<file path="src/hw/seq_map.vh">
/*
 Timing counts, state codes and operation codes for the major-state
 bus sequencer. Definitions only; included by the sequencer.
*/
`ifndef SEQ_MAP_VH
`define SEQ_MAP_VH

// Crystal division: one state spans two crystal periods
`define XTAL_PER_STATE   2
`define XTAL_FREQ_HZ     4000000
`define STATE_TIME_NS    500
`define WAIT_STEP_NS     250

// Major states
`define ST_IDLE          3'h0
`define ST_ADDR          3'h1
`define ST_XFER_IN       3'h2
`define ST_ALU_A         3'h3
`define ST_ALU_B         3'h4
`define ST_ALU_C         3'h5
`define ST_WRITE         3'h6

// Cycle kinds
`define CY_FETCH         2'h0
`define CY_MEM_RD        2'h1
`define CY_MEM_WR        2'h2
`define CY_IO            2'h3

// Top opcode field of the instruction
`define OP_AND           3'h0
`define OP_ADD           3'h1
`define OP_DEP           3'h3
`define OP_JUMP          3'h5
`define OP_IO            3'h6
`define OP_OPR           3'h7

// Target selects of a transfer
`define TGT_MAIN         2'h0
`define TGT_PANEL        2'h1
`define TGT_TOGGLE       2'h2

`define RESET_PTR        12'h000
`endif

</file>
<file path="src/hw/major_state_bus_sequencer.v">
/*
 Major-state sequencer of a 12-bit processor: state timing, multiplexed
 bus control, register set, link and ALU.
 Assumes one clock (sys_clk acts as the crystal), external inputs that are
 asynchronous to it, and a testbench that resolves the muxed bus from the
 output enable. Instruction paging and run/halt are not modelled.
*/
// Contract
// RULE1: State lasts two crystal clock periods
// RULE2: Address state drives address, pulses latch strobe
// RULE3: I/O cycle drives instruction word on bus
// RULE4: Requests sampled in address state before fetch
// RULE5: Current state shown on outputs
// RULE6: Transfer-in state reads, stalls while wait
// RULE7: Wait extends by whole crystal periods
// RULE8: Memory or peripheral select during transfer
// RULE9: Sense lines sampled during I/O transfer
// RULE10: Panel and toggle selects active low
// RULE11: States three to five internal only
// RULE12: Write state holds data while wait
// RULE13: Five 12-bit registers kept; the code keeps six (acc_q, mq_q, ptr_q, loc_q, op_q, data_q)
// RULE14: Link complements on carry, full link ops
// RULE15: Accumulator clear/set/complement/increment/test/rotate; the operate word has no accumulator test
// RULE16: OR and exchange with multiplier-quotient
// RULE17: Fetch copies pointer, loads opcode holder
// RULE18: Jump loads target into pointer
// RULE19: Peripheral may steer branch during I/O
// RULE20: ALU adds, ands, ors, shifts, increments
// RULE21: Pointer incremented by one after copy
// RULE22: Peripherals drive sense lines low, selected only
`timescale 1ns/10ps
`include "seq_map.vh"

module major_state_bus_sequencer #(
    parameter WIDTH = 12,
    parameter NREQ  = 3
) (
    // Clock, reset, enable
    input  wire             sys_clk,
    input  wire             rst_n,
    input  wire             clk_en,
    // Multiplexed bus
    input  wire [WIDTH-1:0] muxed_bus_in,
    output reg  [WIDTH-1:0] muxed_bus_out,
    output reg              muxed_bus_oe,
    output reg              external_latch_strobe,
    // Selects
    output reg              memory_select_n,
    output reg              peripheral_select_n,
    output reg              panel_store_select_n,
    output reg              toggle_register_select_n,
    // Partner inputs
    input  wire             wait_req,
    input  wire [NREQ-1:0]  request_n,
    input  wire             sense_line_zero_n,
    input  wire             sense_line_one_n,
    input  wire             sense_line_two_n,
    input  wire             conditional_skip_sense_n,
    // Target of data transfers
    input  wire [1:0]       xfer_target,
    // Observation
    output reg  [2:0]       major_state,
    output reg              fetch_cycle,
    output reg  [NREQ-1:0]  request_grant,
    output wire [WIDTH-1:0] sum_holding_register,
    output wire             link_bit,
    output wire [WIDTH-1:0] instruction_pointer
);

    localparam SW = NREQ + 5;

    // Three-stage input capture; change accepted when stages two and three agree
    reg  [SW-1:0] s1_q;
    reg  [SW-1:0] s2_q;
    reg  [SW-1:0] s3_q;
    reg  [SW-1:0] in_q;
    wire [SW-1:0] raw = {request_n, sense_line_zero_n, sense_line_one_n,
                         sense_line_two_n, conditional_skip_sense_n,
                         wait_req};
    wire          wait_s   = in_q[0];
    wire          skip_s_n = in_q[1];
    wire [2:0]    ctl_s_n  = {in_q[2], in_q[3], in_q[4]}; // Bit n is line n
    wire [NREQ-1:0] req_s_n = in_q[SW-1:5];

    // Register set
    reg [WIDTH-1:0] acc_q; // RULE13
    reg             link_q;
    reg [WIDTH-1:0] mq_q;
    reg [WIDTH-1:0] ptr_q;
    reg [WIDTH-1:0] loc_q;
    reg [WIDTH-1:0] op_q;
    reg [WIDTH-1:0] data_q;

    reg       half_q;
    reg [2:0] st_q;
    reg [1:0] cy_q;
    reg [2:0] sense_q;
    reg       fetch_next_q;

    assign sum_holding_register = acc_q;
    assign link_bit             = link_q;
    assign instruction_pointer  = ptr_q;

    wire [2:0] opc      = op_q[11:9];
    wire       state_end = half_q & clk_en;
    wire       stall     = wait_s & ((st_q == `ST_XFER_IN) |
                                     (st_q == `ST_WRITE));

    // ALU on accumulator and one other operand
    wire [WIDTH:0] add_sum = {1'b0, acc_q} + {1'b0, data_q};
    wire [WIDTH:0] inc_sum = {1'b0, acc_q} + {{WIDTH{1'b0}}, 1'b1};

    always @(posedge sys_clk or negedge rst_n) begin
        if (!rst_n) begin
            s1_q <= {SW{1'b1}} ^ {{(SW-1){1'b0}}, 1'b1};
            s2_q <= {SW{1'b1}} ^ {{(SW-1){1'b0}}, 1'b1};
            s3_q <= {SW{1'b1}} ^ {{(SW-1){1'b0}}, 1'b1};
            in_q <= {SW{1'b1}} ^ {{(SW-1){1'b0}}, 1'b1};
        end else if (clk_en) begin
            s1_q <= raw;
            s2_q <= s1_q;
            s3_q <= s2_q;
            // Hold while stages two and three differ
            in_q <= (in_q & (s2_q ^ s3_q)) | (s3_q & ~(s2_q ^ s3_q));
        end
    end

    always @(posedge sys_clk or negedge rst_n) begin
        if (!rst_n) begin
            half_q       <= 1'b0;
            st_q         <= `ST_IDLE;
            cy_q         <= `CY_FETCH;
            acc_q        <= {WIDTH{1'b0}};
            link_q       <= 1'b0;
            mq_q         <= {WIDTH{1'b0}};
            ptr_q        <= `RESET_PTR;
            loc_q        <= {WIDTH{1'b0}};
            op_q         <= {WIDTH{1'b0}};
            data_q       <= {WIDTH{1'b0}};
            sense_q      <= 3'h7;
            fetch_next_q <= 1'b1;
            request_grant <= {NREQ{1'b0}};
        end else if (clk_en) begin
            // Divide by two; a stall holds the second half (RULE1 RULE7)
            if (!(half_q && stall))
                half_q <= ~half_q; // RULE1
            if (state_end && !stall) begin
                case (st_q)
                `ST_IDLE: st_q <= `ST_ADDR;
                `ST_ADDR: begin
                    if (cy_q == `CY_FETCH) begin
                        loc_q <= ptr_q; // RULE17
                        ptr_q <= ptr_q + 12'h001; // RULE21
                    end
                    if (fetch_next_q)
                        request_grant <= ~req_s_n & (~(~req_s_n) + 1'b1 &
                                         ~req_s_n); // RULE4
                    st_q <= (cy_q == `CY_MEM_WR) ? `ST_WRITE : `ST_XFER_IN;
                end
                `ST_XFER_IN: begin
                    data_q <= muxed_bus_in; // RULE6
                    if (cy_q == `CY_FETCH)
                        op_q <= muxed_bus_in; // RULE17
                    st_q <= `ST_ALU_A;
                end
                `ST_ALU_A: st_q <= `ST_ALU_B; // RULE11
                `ST_ALU_B: begin
                    // Sense lines lag by the capture stages: what they
                    // showed in transfer-in is settled only here
                    if (cy_q == `CY_IO) begin
                        sense_q <= ctl_s_n; // RULE9
                        if (!skip_s_n)
                            ptr_q <= ptr_q + 12'h001;
                        if (!ctl_s_n[0] && !ctl_s_n[1])
                            ptr_q <= data_q; // RULE19
                        if (!ctl_s_n[2])
                            acc_q <= data_q;
                    end
                    st_q <= `ST_ALU_C;
                end
                `ST_ALU_C: begin
                    st_q <= `ST_ADDR;
                    fetch_next_q <= 1'b1;
                    cy_q <= `CY_FETCH;
                    if (cy_q == `CY_FETCH) begin
                        case (opc)
                        `OP_AND, `OP_ADD: begin
                            cy_q <= `CY_MEM_RD;
                            fetch_next_q <= 1'b0;
                        end
                        `OP_DEP: begin
                            cy_q <= `CY_MEM_WR;
                            fetch_next_q <= 1'b0;
                            data_q <= acc_q;
                        end
                        `OP_JUMP: ptr_q <= op_q[8:0] |
                                           {ptr_q[11:9], 9'h000}; // RULE18
                        `OP_IO: begin
                            cy_q <= `CY_IO;
                            fetch_next_q <= 1'b0;
                        end
                        `OP_OPR: begin
                            // RULE15 RULE14 RULE20
                            if (op_q[7]) acc_q <= {WIDTH{1'b0}};
                            if (op_q[6]) link_q <= 1'b0;
                            if (op_q[5]) acc_q <= ~acc_q;
                            if (op_q[4]) link_q <= ~link_q;
                            if (op_q[0]) begin
                                acc_q <= inc_sum[WIDTH-1:0];
                                if (inc_sum[WIDTH]) link_q <= ~link_q;
                            end
                            if (op_q[3]) // Rotate right through link
                                {acc_q, link_q} <= {link_q, acc_q};
                            if (op_q[2]) // Rotate left through link
                                {link_q, acc_q} <= {acc_q, link_q};
                            if (op_q[8] && op_q[1]) // RULE16
                                acc_q <= acc_q | mq_q;
                            if (op_q[8] && op_q[1] && op_q[7]) begin
                                acc_q <= mq_q; // RULE16
                                mq_q  <= acc_q;
                            end
                            if (op_q[8] && !op_q[1] && op_q[7]) begin
                                acc_q <= {WIDTH{1'b1}};
                                link_q <= 1'b1;
                            end
                        end
                        default: ;
                        endcase
                    end else if (cy_q == `CY_MEM_RD) begin
                        if (opc == `OP_AND)
                            acc_q <= acc_q & data_q; // RULE20
                        else begin
                            acc_q <= add_sum[WIDTH-1:0]; // RULE15
                            if (add_sum[WIDTH])
                                link_q <= ~link_q; // RULE14
                        end
                    end
                end
                `ST_WRITE: begin
                    if (opc == `OP_DEP)
                        acc_q <= {WIDTH{1'b0}};
                    st_q <= `ST_ALU_A;
                end
                default: st_q <= `ST_IDLE;
                endcase
                if (st_q == `ST_ADDR && cy_q != `CY_FETCH)
                    loc_q <= {ptr_q[11:7], op_q[6:0]};
            end
        end
    end

    // Registered bus and status outputs
    always @(posedge sys_clk or negedge rst_n) begin
        if (!rst_n) begin
            muxed_bus_out            <= {WIDTH{1'b0}};
            muxed_bus_oe             <= 1'b0;
            external_latch_strobe    <= 1'b0;
            memory_select_n          <= 1'b1;
            peripheral_select_n      <= 1'b1;
            panel_store_select_n     <= 1'b1;
            toggle_register_select_n <= 1'b1;
            major_state              <= `ST_IDLE;
            fetch_cycle              <= 1'b0;
        end else if (clk_en) begin
            major_state <= st_q; // RULE5
            fetch_cycle <= (cy_q == `CY_FETCH);
            external_latch_strobe <= (st_q == `ST_ADDR) & ~half_q; // RULE2
            muxed_bus_oe  <= 1'b0;
            muxed_bus_out <= {WIDTH{1'b0}};
            memory_select_n          <= 1'b1;
            peripheral_select_n      <= 1'b1;
            panel_store_select_n     <= 1'b1;
            toggle_register_select_n <= 1'b1;
            case (st_q)
            `ST_ADDR: begin
                muxed_bus_oe <= 1'b1;
                if (cy_q == `CY_IO)
                    muxed_bus_out <= op_q; // RULE3
                else if (cy_q == `CY_FETCH)
                    muxed_bus_out <= ptr_q; // RULE2
                else
                    muxed_bus_out <= {ptr_q[11:7], op_q[6:0]};
            end
            `ST_XFER_IN, `ST_WRITE: begin
                if (st_q == `ST_WRITE) begin
                    muxed_bus_oe  <= 1'b1; // RULE12
                    muxed_bus_out <= data_q;
                end
                if (cy_q == `CY_IO)
                    peripheral_select_n <= 1'b0; // RULE8
                else if (xfer_target == `TGT_PANEL)
                    panel_store_select_n <= 1'b0; // RULE10
                else if (xfer_target == `TGT_TOGGLE)
                    toggle_register_select_n <= 1'b0; // RULE10
                else
                    memory_select_n <= 1'b0; // RULE8
            end
            default: ;
            endcase
        end
    end

endmodule

</file>
<file path="config.mk">
export PLATFORM = sky130hd
export DESIGN_NAME = major_state_bus_sequencer
export DESIGN_NICKNAME = d
export VERILOG_FILES = /design/src/hw/major_state_bus_sequencer.v
export VERILOG_INCLUDE_DIRS = /design/src /design/src/hw
export SDC_FILE = /design/constraint.sdc
export NUM_CORES = 1
export LEC_CHECK = 0
export ABC_AREA = 1
export BUFFER_PORTS_ARGS = -buffer_cell sky130_fd_sc_hd__buf_2
export CORE_UTILIZATION = 45
export DETAILED_ROUTE_END_ITERATION = 10
export GPL_ROUTABILITY_DRIVEN = 0
export PLACE_DENSITY = 0.66
export SETUP_SLACK_MARGIN = 0.15
export SLEW_MARGIN = 0
export SYNTH_ARGS = -nofsm -noshare
export SYNTH_HDL_FRONTEND = slang
export SYNTH_SLANG_ARGS = --single-unit
export TNS_END_PERCENT = 5
</file>
<file path="constraint.sdc">
create_clock -name sys_clk -period 4.9 [get_ports sys_clk]
set_input_delay 0.735 -clock sys_clk [delete_from_list [all_inputs] [get_ports sys_clk]]
set_output_delay 0.735 -clock sys_clk [all_outputs]
set_load 0.02 [all_outputs]
</file>
* Yosys cells after proc, flatten, opt, wreduce, memory -nomap -nowiden
Index checks and enable logic that the tools add are counted.
Widths: inputs -> output; s select.
** Storage, ports and cells
- Bits in registers :: 125
- Word-level logic and storage cells :: 173
** Operators by class
- Add/sub/neg operators :: 4
- Equal/unequal tests :: 29
- Multiplexer cells :: 63
- Bitwise operators :: 20
- Reductions and logical operators :: 33
** Operator list (number)
- $mux 12 :: 25
- $pmux 12 s3 :: 2
- $pmux 12 s2 :: 2
- $mux 1 :: 28
- $eq 3x3->1 const B :: 6
- $and 8x8->8 :: 2
- $pmux 3 s5 :: 1
- $add 12x1->13 const B :: 1
- $add 12x12->13 :: 1
- $add 12x1->12 const B :: 1
- $and 12x12->12 :: 1
- $not 12->12 :: 1
- $or 12x12->12 :: 1
- $or 9x12->12 :: 1
- $ne 10x10->1 const B :: 1
- $ne 2x2->1 const B :: 5
- $eq 3x2->1 const B :: 3
- $reduce_and 9->1 :: 1
- $ne 2x1->1 const B :: 4
- $not 8->8 :: 1
- $or 8x8->8 :: 1
- $reduce_and 4->1 :: 2
- $reduce_and 8->1 :: 1
- $xor 8x8->8 :: 1
- other kinds (29) :: 56

* Logic depth before layout (Yosys ltp)
Gate-level depths: netlist (run 1).
- Depth after elaboration :: 11
- Mapped depth :: 14
- Mapped depth without buffers :: 14

* Least setup slack after synthesis (run 1)
OpenSTA, ideal clock, no wires.
- Path kind :: reg2reg
- Start :: register acc_q[0] (netlist: sum_holding_register[0])
- End :: register acc_q[4] (netlist: sum_holding_register[4])
- Library setup time :: 123 ps
- Arrival time :: 1932 ps
- Path slack :: 2845 ps
- Cell stages (with the launch flop) :: 11
- Path buffers :: 0
- Period minus slack after synthesis :: 2055 ps
- Cells stage by stage :: dfrtp_1 > ha_1 > fa_1 > nand3_1 > nand3_1 > xnor2_1 > nand2_1 > o211ai_1 > nand2_1 > o21ai_0 > nand2_1
** Between the ends
- Cells in the longest elaborated chain, start to end :: 10
- Elaborated cells on any way between the ends :: 13
- Classes of those cells :: add/sub (2); mux (11)
** Ends and longest elaborated chain
- start: declaration :: RTL line major_state_bus_sequencer.v:86 : reg [WIDTH-1:0] acc_q;
- start signal: assignment :: RTL line major_state_bus_sequencer.v:133 : acc_q <= {WIDTH{1'b0}};
- start signal: assignment :: RTL line major_state_bus_sequencer.v:177 : acc_q <= data_q;
- start signal: assignment :: RTL line major_state_bus_sequencer.v:204 : if (op_q[7]) acc_q <= {WIDTH{1'b0}};
- $add 12x1->13 :: RTL line major_state_bus_sequencer.v:111 : wire [WIDTH:0] inc_sum = {1'b0, acc_q} + {{WIDTH{1'b0}}, 1'b1};
- $mux 12 :: RTL line major_state_bus_sequencer.v:208 : if (op_q[0]) begin
- $mux 12 :: RTL line major_state_bus_sequencer.v:212 : if (op_q[3])
- $mux 12 :: RTL line major_state_bus_sequencer.v:214 : if (op_q[2])
- $mux 12 :: RTL line major_state_bus_sequencer.v:216 : if (op_q[8] && op_q[1])
- $mux 12 :: RTL line major_state_bus_sequencer.v:218 : if (op_q[8] && op_q[1] && op_q[7]) begin
- $mux 12 :: RTL line major_state_bus_sequencer.v:222 : if (op_q[8] && !op_q[1] && op_q[7]) begin
- $mux 12 :: RTL line major_state_bus_sequencer.v:186 : case (opc)
- $mux 12 * :: RTL line major_state_bus_sequencer.v:185 : if (cy_q == `CY_FETCH) begin
- $pmux 12 s3 * :: RTL line major_state_bus_sequencer.v:148 : case (st_q)
Every way passes the cells marked *; elsewhere a longest branch is shown, timed or not. The select of a mux whose other input is x is not followed.
A chain may end at the register's enable or synchronous reset.

* Worst setup path in the final report (run 1)
- Start :: register st_q[1]
- End :: register mq_q[8]
** Between the ends
- Cells in the longest elaborated chain, start to end :: 6
- Elaborated cells on any way between the ends :: 8
- Classes of those cells :: eq/ne (3); bitwise (2); reduce/logical (3)
** Ends and longest elaborated chain
- start: declaration :: RTL line major_state_bus_sequencer.v:95 : reg [2:0] st_q;
- start signal: assignment :: RTL line major_state_bus_sequencer.v:131 : st_q <= `ST_IDLE;
- start signal: assignment :: RTL line major_state_bus_sequencer.v:149 : `ST_IDLE: st_q <= `ST_ADDR;
- start signal: assignment :: RTL line major_state_bus_sequencer.v:158 : st_q <= (cy_q == `CY_MEM_WR) ? `ST_WRITE : `ST_XFER_IN;
- $eq 3x2->1 / $eq 3x3->1 (equally long branches)
- $or 1x1->1 :: RTL line major_state_bus_sequencer.v:106 : wire stall = wait_s & ((st_q == `ST_XFER_IN) |
- $and 1x1->1 :: RTL line major_state_bus_sequencer.v:106
- $logic_not 1->1 :: RTL line major_state_bus_sequencer.v:147 : if (state_end && !stall) begin
- $logic_and 1x1->1 :: RTL line major_state_bus_sequencer.v:147
- $reduce_and 6->1 (no line) *
- end signal: assignment :: RTL line major_state_bus_sequencer.v:135 : mq_q <= {WIDTH{1'b0}};
- end signal: assignment :: RTL line major_state_bus_sequencer.v:220 : mq_q <= acc_q;
- end: declaration :: RTL line major_state_bus_sequencer.v:88 : reg [WIDTH-1:0] mq_q;
Every way passes the cells marked *; elsewhere a longest branch is shown, timed or not.

==> results.md, run 1 <==
* Outcome: finished clean
* Initial antenna violation count at 0
* Cell variety after synth at 50
* Antenna-violating nets left at 0
* Die X at 132 µm
* Setup Skew at 0.0104 ns
* WHS at 0.301 ns
* R2R Setup Slk at 1.88 ns
* Finish-stage setup viols at 0
* WP data arrival at 3.34 ns
* Post-route setup TNS at 0 ns
* RSZ-0062 raised after global routing: false
* Crit end category: register
* Die ar. at 17,500 µm²
* Area of the core at 16,600 µm²
* Max clock buf depth at 2
* Sequential share of the synthesized area at 0.414
* CTS sink count at 125
* Max incr delay on CP at 0.68 ns
* Gr ovfl total at 0
* Die height at 132 µm
* Cell count after synthesis at 1,060
* Row Count at 47
* Avg Cell Area, Syn at 7.23 µm²
* Setup Buffers After CTS at 0
* WP buf/inv at 2
* Buffers on Ports at 74
* CP delay by family, top: simple AND/OR/NAND/NOR gates
* Post-synth ARST share at 1.00
* Tcrit/Tclk final at 0.617
* Type of the worst setup path: reg -> reg
* Area Growth Syn to Fin at 14.5%
* Startpoint types: register
* Worst Setup Slack, final at 1.88 ns
* Post-CTS Hold Buffers at 0
* Max-slew headroom at 0.365
* Starting density of the core at 0.462
* EDFF count, synth at 0
* Final cell count without fillers at 1,352
* Mapped Area at 7660 µm²
* Crit-path slowest cell: nand3_1
* Wirelength per Cell at 17.4 µm
* Crit path max fanout at 31
* Reg2Reg Capture Point: mq_q[8]$_DFFE_PN0P_
* Final Hold Fails at 0
* H-tree depth at 4
* # fillers at 1,651
* Gr usage total at 0.277
* Warnings from Yosys at 0
* Worst skew pair latency at 0.44 ns
* Post-CTS Resized at 0
* Placed Instances at 1,320
* Max cap viols at 0
* FF-to-FF Start: st_q[1]$_DFFE_PN0P_
* # DRC at 0
* CTS tree: done
* Share of cells above drive strength 1 at 0.155
* Clock tree root buffer cell: clkbuf_16
* Upper clock frequency limit at 331 MHz
* Slew @ Worst Pin at 0.950 ns
* Place WS at 1.79 ns
* DP Wirelength at 16,700 µm
* Worst reg-to-reg path cell count at 7
* Number of global-route vias before repair at 7,081
* Drt via density at 5.59
* HP Class: in -> async
* Num CTS Buffers at 17
* Final Core Density at 0.529
* First-pass GRT wire length at 37,600 µm
* IO Count at 75
* Finished Cell Area at 8770 µm²
* 1st-pass router iterations at 6
* Power Density at 674 nW/µm²
* Worst path required time at 5.22 ns
* Placed Area at 8180 µm²
* Routed wire length at 23,500 µm
* # diodes at 0
* Commonest non-fill, non-tap cells in the layout: nand2_1, o21ai_0, inv_1
* VDD IR max at 0.000301 V
* Total power at 5.91 mW
* Most used cell, CP: inv_2
* Static Leakage at 4.30 nW
* Final net count at 1,161
* Critical-path cell list: inv_2, nand2_2, nor2_4, inv_2, nor2_1, nand3_1, o21ai_0
* Ys flop type: dfrtp_1
* Iter 0 DRT Violations at 863
* Commonest non-fill, non-tap cell in the layout: nand2_1
* #FFs+latches synth at 125
* Vias post-DR at 7,564
* Period minus WS final at 3.02 ns
* Largest net degree at the start of global routing at 59
* Syn Nets at 1,102
* Clock transition at path regs at 0.06 ns
* Max-slew violation count at 0
## synth_stat cells (all sizes together) (4+ instances only)
cell type	number	area, µm²
a32oi	4	35.0
o21bai	7	52.6
buf	13	66.3
nor3	14	92.6
a21oi	92	460
o221ai	4	35.0
nand2	318	1220
o22ai	6	37.5
clkbuf	26	98.8
o211ai	24	194
nand3	52	270
inv	108	408
o21ai	121	606
nor2	85	357
dfrtp	92	2300
nand4	7	43.8
ha	16	200
dfstp	33	867
xor2	6	52.6
a31oi	9	56.3
## worst register-to-register path, stage by stage, from the launching register on
cell	delay (ns)
dfrtp_1	0.43
inv_2	0.15
nand2_2	0.17
nor2_4	0.60
inv_2	0.27
nor2_1	0.16
nand3_1	0.68
o21ai_0	0.45
## how the worst max path moves through the flow
stage | depth (start not counted) | endpoint | start | slack, ns
after detailed placement | 8 | op_q[9]$_DFFE_PN0P_ | clk_en | 1.79
after floorplan | 10 | sum_holding_register[4]$_DFFE_PN0P_ | sum_holding_register[0]$_DFFE_PN0P_ | 2.84
after global routing | 7 | mq_q[7]$_DFFE_PN0P_ | st_q[1]$_DFFE_PN0P_ | 1.66
final | 7 | mq_q[8]$_DFFE_PN0P_ | st_q[1]$_DFFE_PN0P_ | 1.88
after global placement | 8 | op_q[8]$_DFFE_PN0P_ | clk_en | 1.82
after CTS | 7 | mq_q[8]$_DFFE_PN0P_ | st_q[1]$_DFFE_PN0P_ | 1.93
## state kept, by name, indices dropped and copies added, names as in the netlist, 2 cells and up, named ones only
name                  cells
cy_q                      2
data_q                   12
instruction_pointer      12
major_state               3
mq_q                     12
muxed_bus_out            12
op_q                     12
request_grant             3
s1_q                      8
s2_q                      8
s3_q                      8
st_q                      3
sum_holding_register     12
## power by group
group          switching, mW  internal [mW]  total (mW)
logic                   1.90          0.896        2.79
registers              0.487           1.35        1.84
clock network          0.523          0.759        1.28
## cells by family after synthesis
group,Yosys count,synth area share
mux,2,0.00294
fa+ha+maj,17,0.0288
xor+xnor,9,0.0103
compound gates,279,0.206
flops,125,0.414
simple gates,478,0.262
buf+inv,150,0.0765
## layout make-up
cell class	instances	area [µm²]	area share
clock buffer	18	429	0.0489
clock inverter	14	158	0.0180
inverter	111	420	0.0479
multi-input combinational	785	3910	0.446
sequential	125	3170	0.361
tap	220	275	0.0314
timing repair buffer	79	410	0.0468
## per-layer routing
metal  share of wire  vias to the layer above  GRT usage
met1            0.45                     3512      0.382
met5               0                        -          0
met2            0.45                      358      0.422
li1                -                     3649          -
met3           0.080                       45     0.0648
met4           0.020                        0      0.110
Note: power is estimated with default switching activity, not from simulation.
==> run 2, diff against run 1 <==
- ABC_AREA: 1 -> 0
- clock period: 4.9 -> 3 ns (I/O delays scaled with it)
==> results.md, run 2 <==
* CTS tree: done
* Power Density at 1150 nW/µm²
* Cell variety after synth at 80
* Syn Nets at 925
* Top cell type's share of synthesized area at 0.295
* Type of the worst setup path: reg -> reg
* Post-synth ARST share at 1.00
* Max-slew violation count at 0
* Num CTS Buffers at 17
* Final net count at 987
* Die ar. at 17,900 µm²
* Min-delay src: conditional_skip_sense_n
* VDD IR max at 0.000669 V
* Top cells by area, synth: dfrtp_1, dfstp_2, mux2_2, a21oi_1, nand2_1
* Row Count at 47
* Gr usage total at 0.270
* FF-to-FF Start: st_q[1]$_DFFE_PN0P_
* HP Class: in -> reg
* Slew @ Worst Pin at 0.822 ns
* Tcrit/Tclk final at 0.860
* Ys flop type: dfrtp_1
* EDFF count, synth at 0
* Sequential share of the synthesized area at 0.406
* Die height at 134 µm
* Number of global-route vias before repair at 6,681
* Commonest non-fill, non-tap cells in the layout: nand2_1, dfrtp_1, a21oi_1
* Routed wire length at 23,400 µm
* Avg Cell Area, Syn at 8.84 µm²
* Drt via density at 6.13
* Area Growth Syn to Fin at 15.6%
* Crit path max fanout at 14
* Final Hold Fails at 0
* Period minus WS final at 2.58 ns
* Largest net degree at the start of global routing at 71
* 1st-pass router iterations at 7
* DP Wirelength at 16,500 µm
* Final cell count without fillers at 1,178
* Worst skew pair latency at 0.43 ns
* Startpoint types: register
* Worst Setup Slack, final at 0.419 ns
* Iter 0 DRT Violations at 807
* Finish-stage setup viols at 0
* Clock tree root buffer cell: clkbuf_16
* Initial antenna violation count at 0
* WHS at 0.246 ns
* Gr ovfl total at 0
* Synth cell count leaders: nand2_1, dfrtp_1, a21oi_1, nor2_1, mux2_2
* Cell count after synthesis at 883
* Outcome: finished clean
* # diodes at 0
* #FFs+latches synth at 125
* Setup Skew at 0.0116 ns
* Top-count cell post-synth: nand2_1
* IO Count at 75
* Worst setup endpoint: sum_holding_register[11]$_DFFE_PN0P_
* Worst reg-to-reg path cell count at 8
* Place WS at 0.509 ns
* Max clock buf depth at 2
* # DRC at 0
* R2R Setup Slk at 0.42 ns
* Max cap viols at 0
* RSZ-0062 raised after global routing: false
* Wirelength per Cell at 19.9 µm
* Share of cells above drive strength 1 at 0.249
* Warnings from Yosys at 0
* Total power at 10.4 mW
* Post-synth top area cell: dfrtp_1
* Crit end category: register
* Antenna-violating nets left at 0
* H-tree depth at 4
* Clock transition at path regs at 0.06 ns
* WP data arrival at 2.87 ns
* Commonest non-fill, non-tap cell in the layout: nand2_1
* Upper clock frequency limit at 387 MHz
* CP startpoint: st_q[1]$_DFFE_PN0P_
* # fillers at 1,565
* Placed Instances at 1,145
* Worst path required time at 3.29 ns
* CTS sink count at 125
* Reg2Reg Capture Point: sum_holding_register[11]$_DFFE_PN0P_
* First-pass GRT wire length at 37,200 µm
* Mapped Area at 7810 µm²
* Max-slew headroom at 0.450
* Static Leakage at 3.81 nW
* Vias post-DR at 7,226
* Die X at 134 µm
* Buffers on Ports at 74
* Area of the core at 16,800 µm²
* Starting density of the core at 0.466
* Post-route setup TNS at 0 ns
-- run 2: cell types whose count changed after synthesis, sizes merged, moves of 8 or more --
cell / change
nand2: -215
inv: -81
o21ai: -66
mux2: +51
nand3: -29
buf: +22
a31oi: +19
o211ai: -19
nand2b: +16
nor2b: +11
a21o: +9
o22ai: +9
a221oi: +8
-- run 2: worst min-delay path by stage --
stage | endpoint | cells past startpoint
floorplan | async pin | 0
global placement | s1_q[0]$_DFFE_PN0P_ | 1
detailed placement | async pin | 1
CTS | s1_q[7]$_DFFE_PN1P_ | 2
global route | s1_q[7]$_DFFE_PN1P_ | 2
finish | s1_q[1]$_DFFE_PN1P_ | 2
-- run 2: routing by layer --
metal  part of all wire  GRT usage  up-vias
met5                  0          0        -
met4              0.042      0.141        0
met3              0.089     0.0704       71
met2               0.44      0.389      399
met1               0.43      0.371     3426
li1                   -          -     3330
-- run 2: through the flow --
stage / util / area, µm²
finish: 0.538 / 9020
global route: 0.538 / 9020
CTS: 0.538 / 9020
detailed placement: 0.502 / 8420
global placement: 0.502 / 8420
floorplan: - / 7810
-- run 2: timing repair --
| item | CTS | global route |
|---|---|---|
| buffers inserted | 0 | 0 |
| hold endpoints to repair | 7 | 0 |
| resized for setup | 0 | 0 |
| hold buffers | 1 | 0 |
-- run 2: where the power goes --
| group | leakage (nW) | internal [mW] | switching (mW) |
|---|---|---|---|
| Clock | 0.286 | 1.12 | 0.917 |
| Combinational | 2.02 | 2.01 | 3.09 |
| Sequential | 1.50 | 2.25 | 0.992 |
-- run 2: logic make-up after synthesis --
logic type,after synthesis,share of synthesized area
AOI/OAI and AO/OA,279,0.230
xor gates and xnor gates,15,0.0168
adders and majority gates,17,0.0282
buffers and inverters,93,0.0521
DFF,125,0.406
muxes,55,0.0790
and+or+nand+nor,299,0.188
-- run 2: critical path, cell delays in order, from the launching register on --
cell       delay (ns)
dfrtp_1          0.57
and3b_1          0.34
buf_4            0.21
o21a_1           0.14
a2111oi_4        0.61
buf_4            0.31
nand3b_1         0.10
o21ai_1          0.09
a31oi_1          0.07
-- run 2: layout make-up --
class                           count  area [µm²]  area share
Clock inverter                     15         169      0.0187
Tap cell                          220         275      0.0305
Clock buffer                       17         425      0.0471
Inverter                           27         101      0.0112
Sequential cell                   125        3170       0.351
Timing Repair Buffer              109         651      0.0721
Multi-Input combinational cell    665        4230       0.469
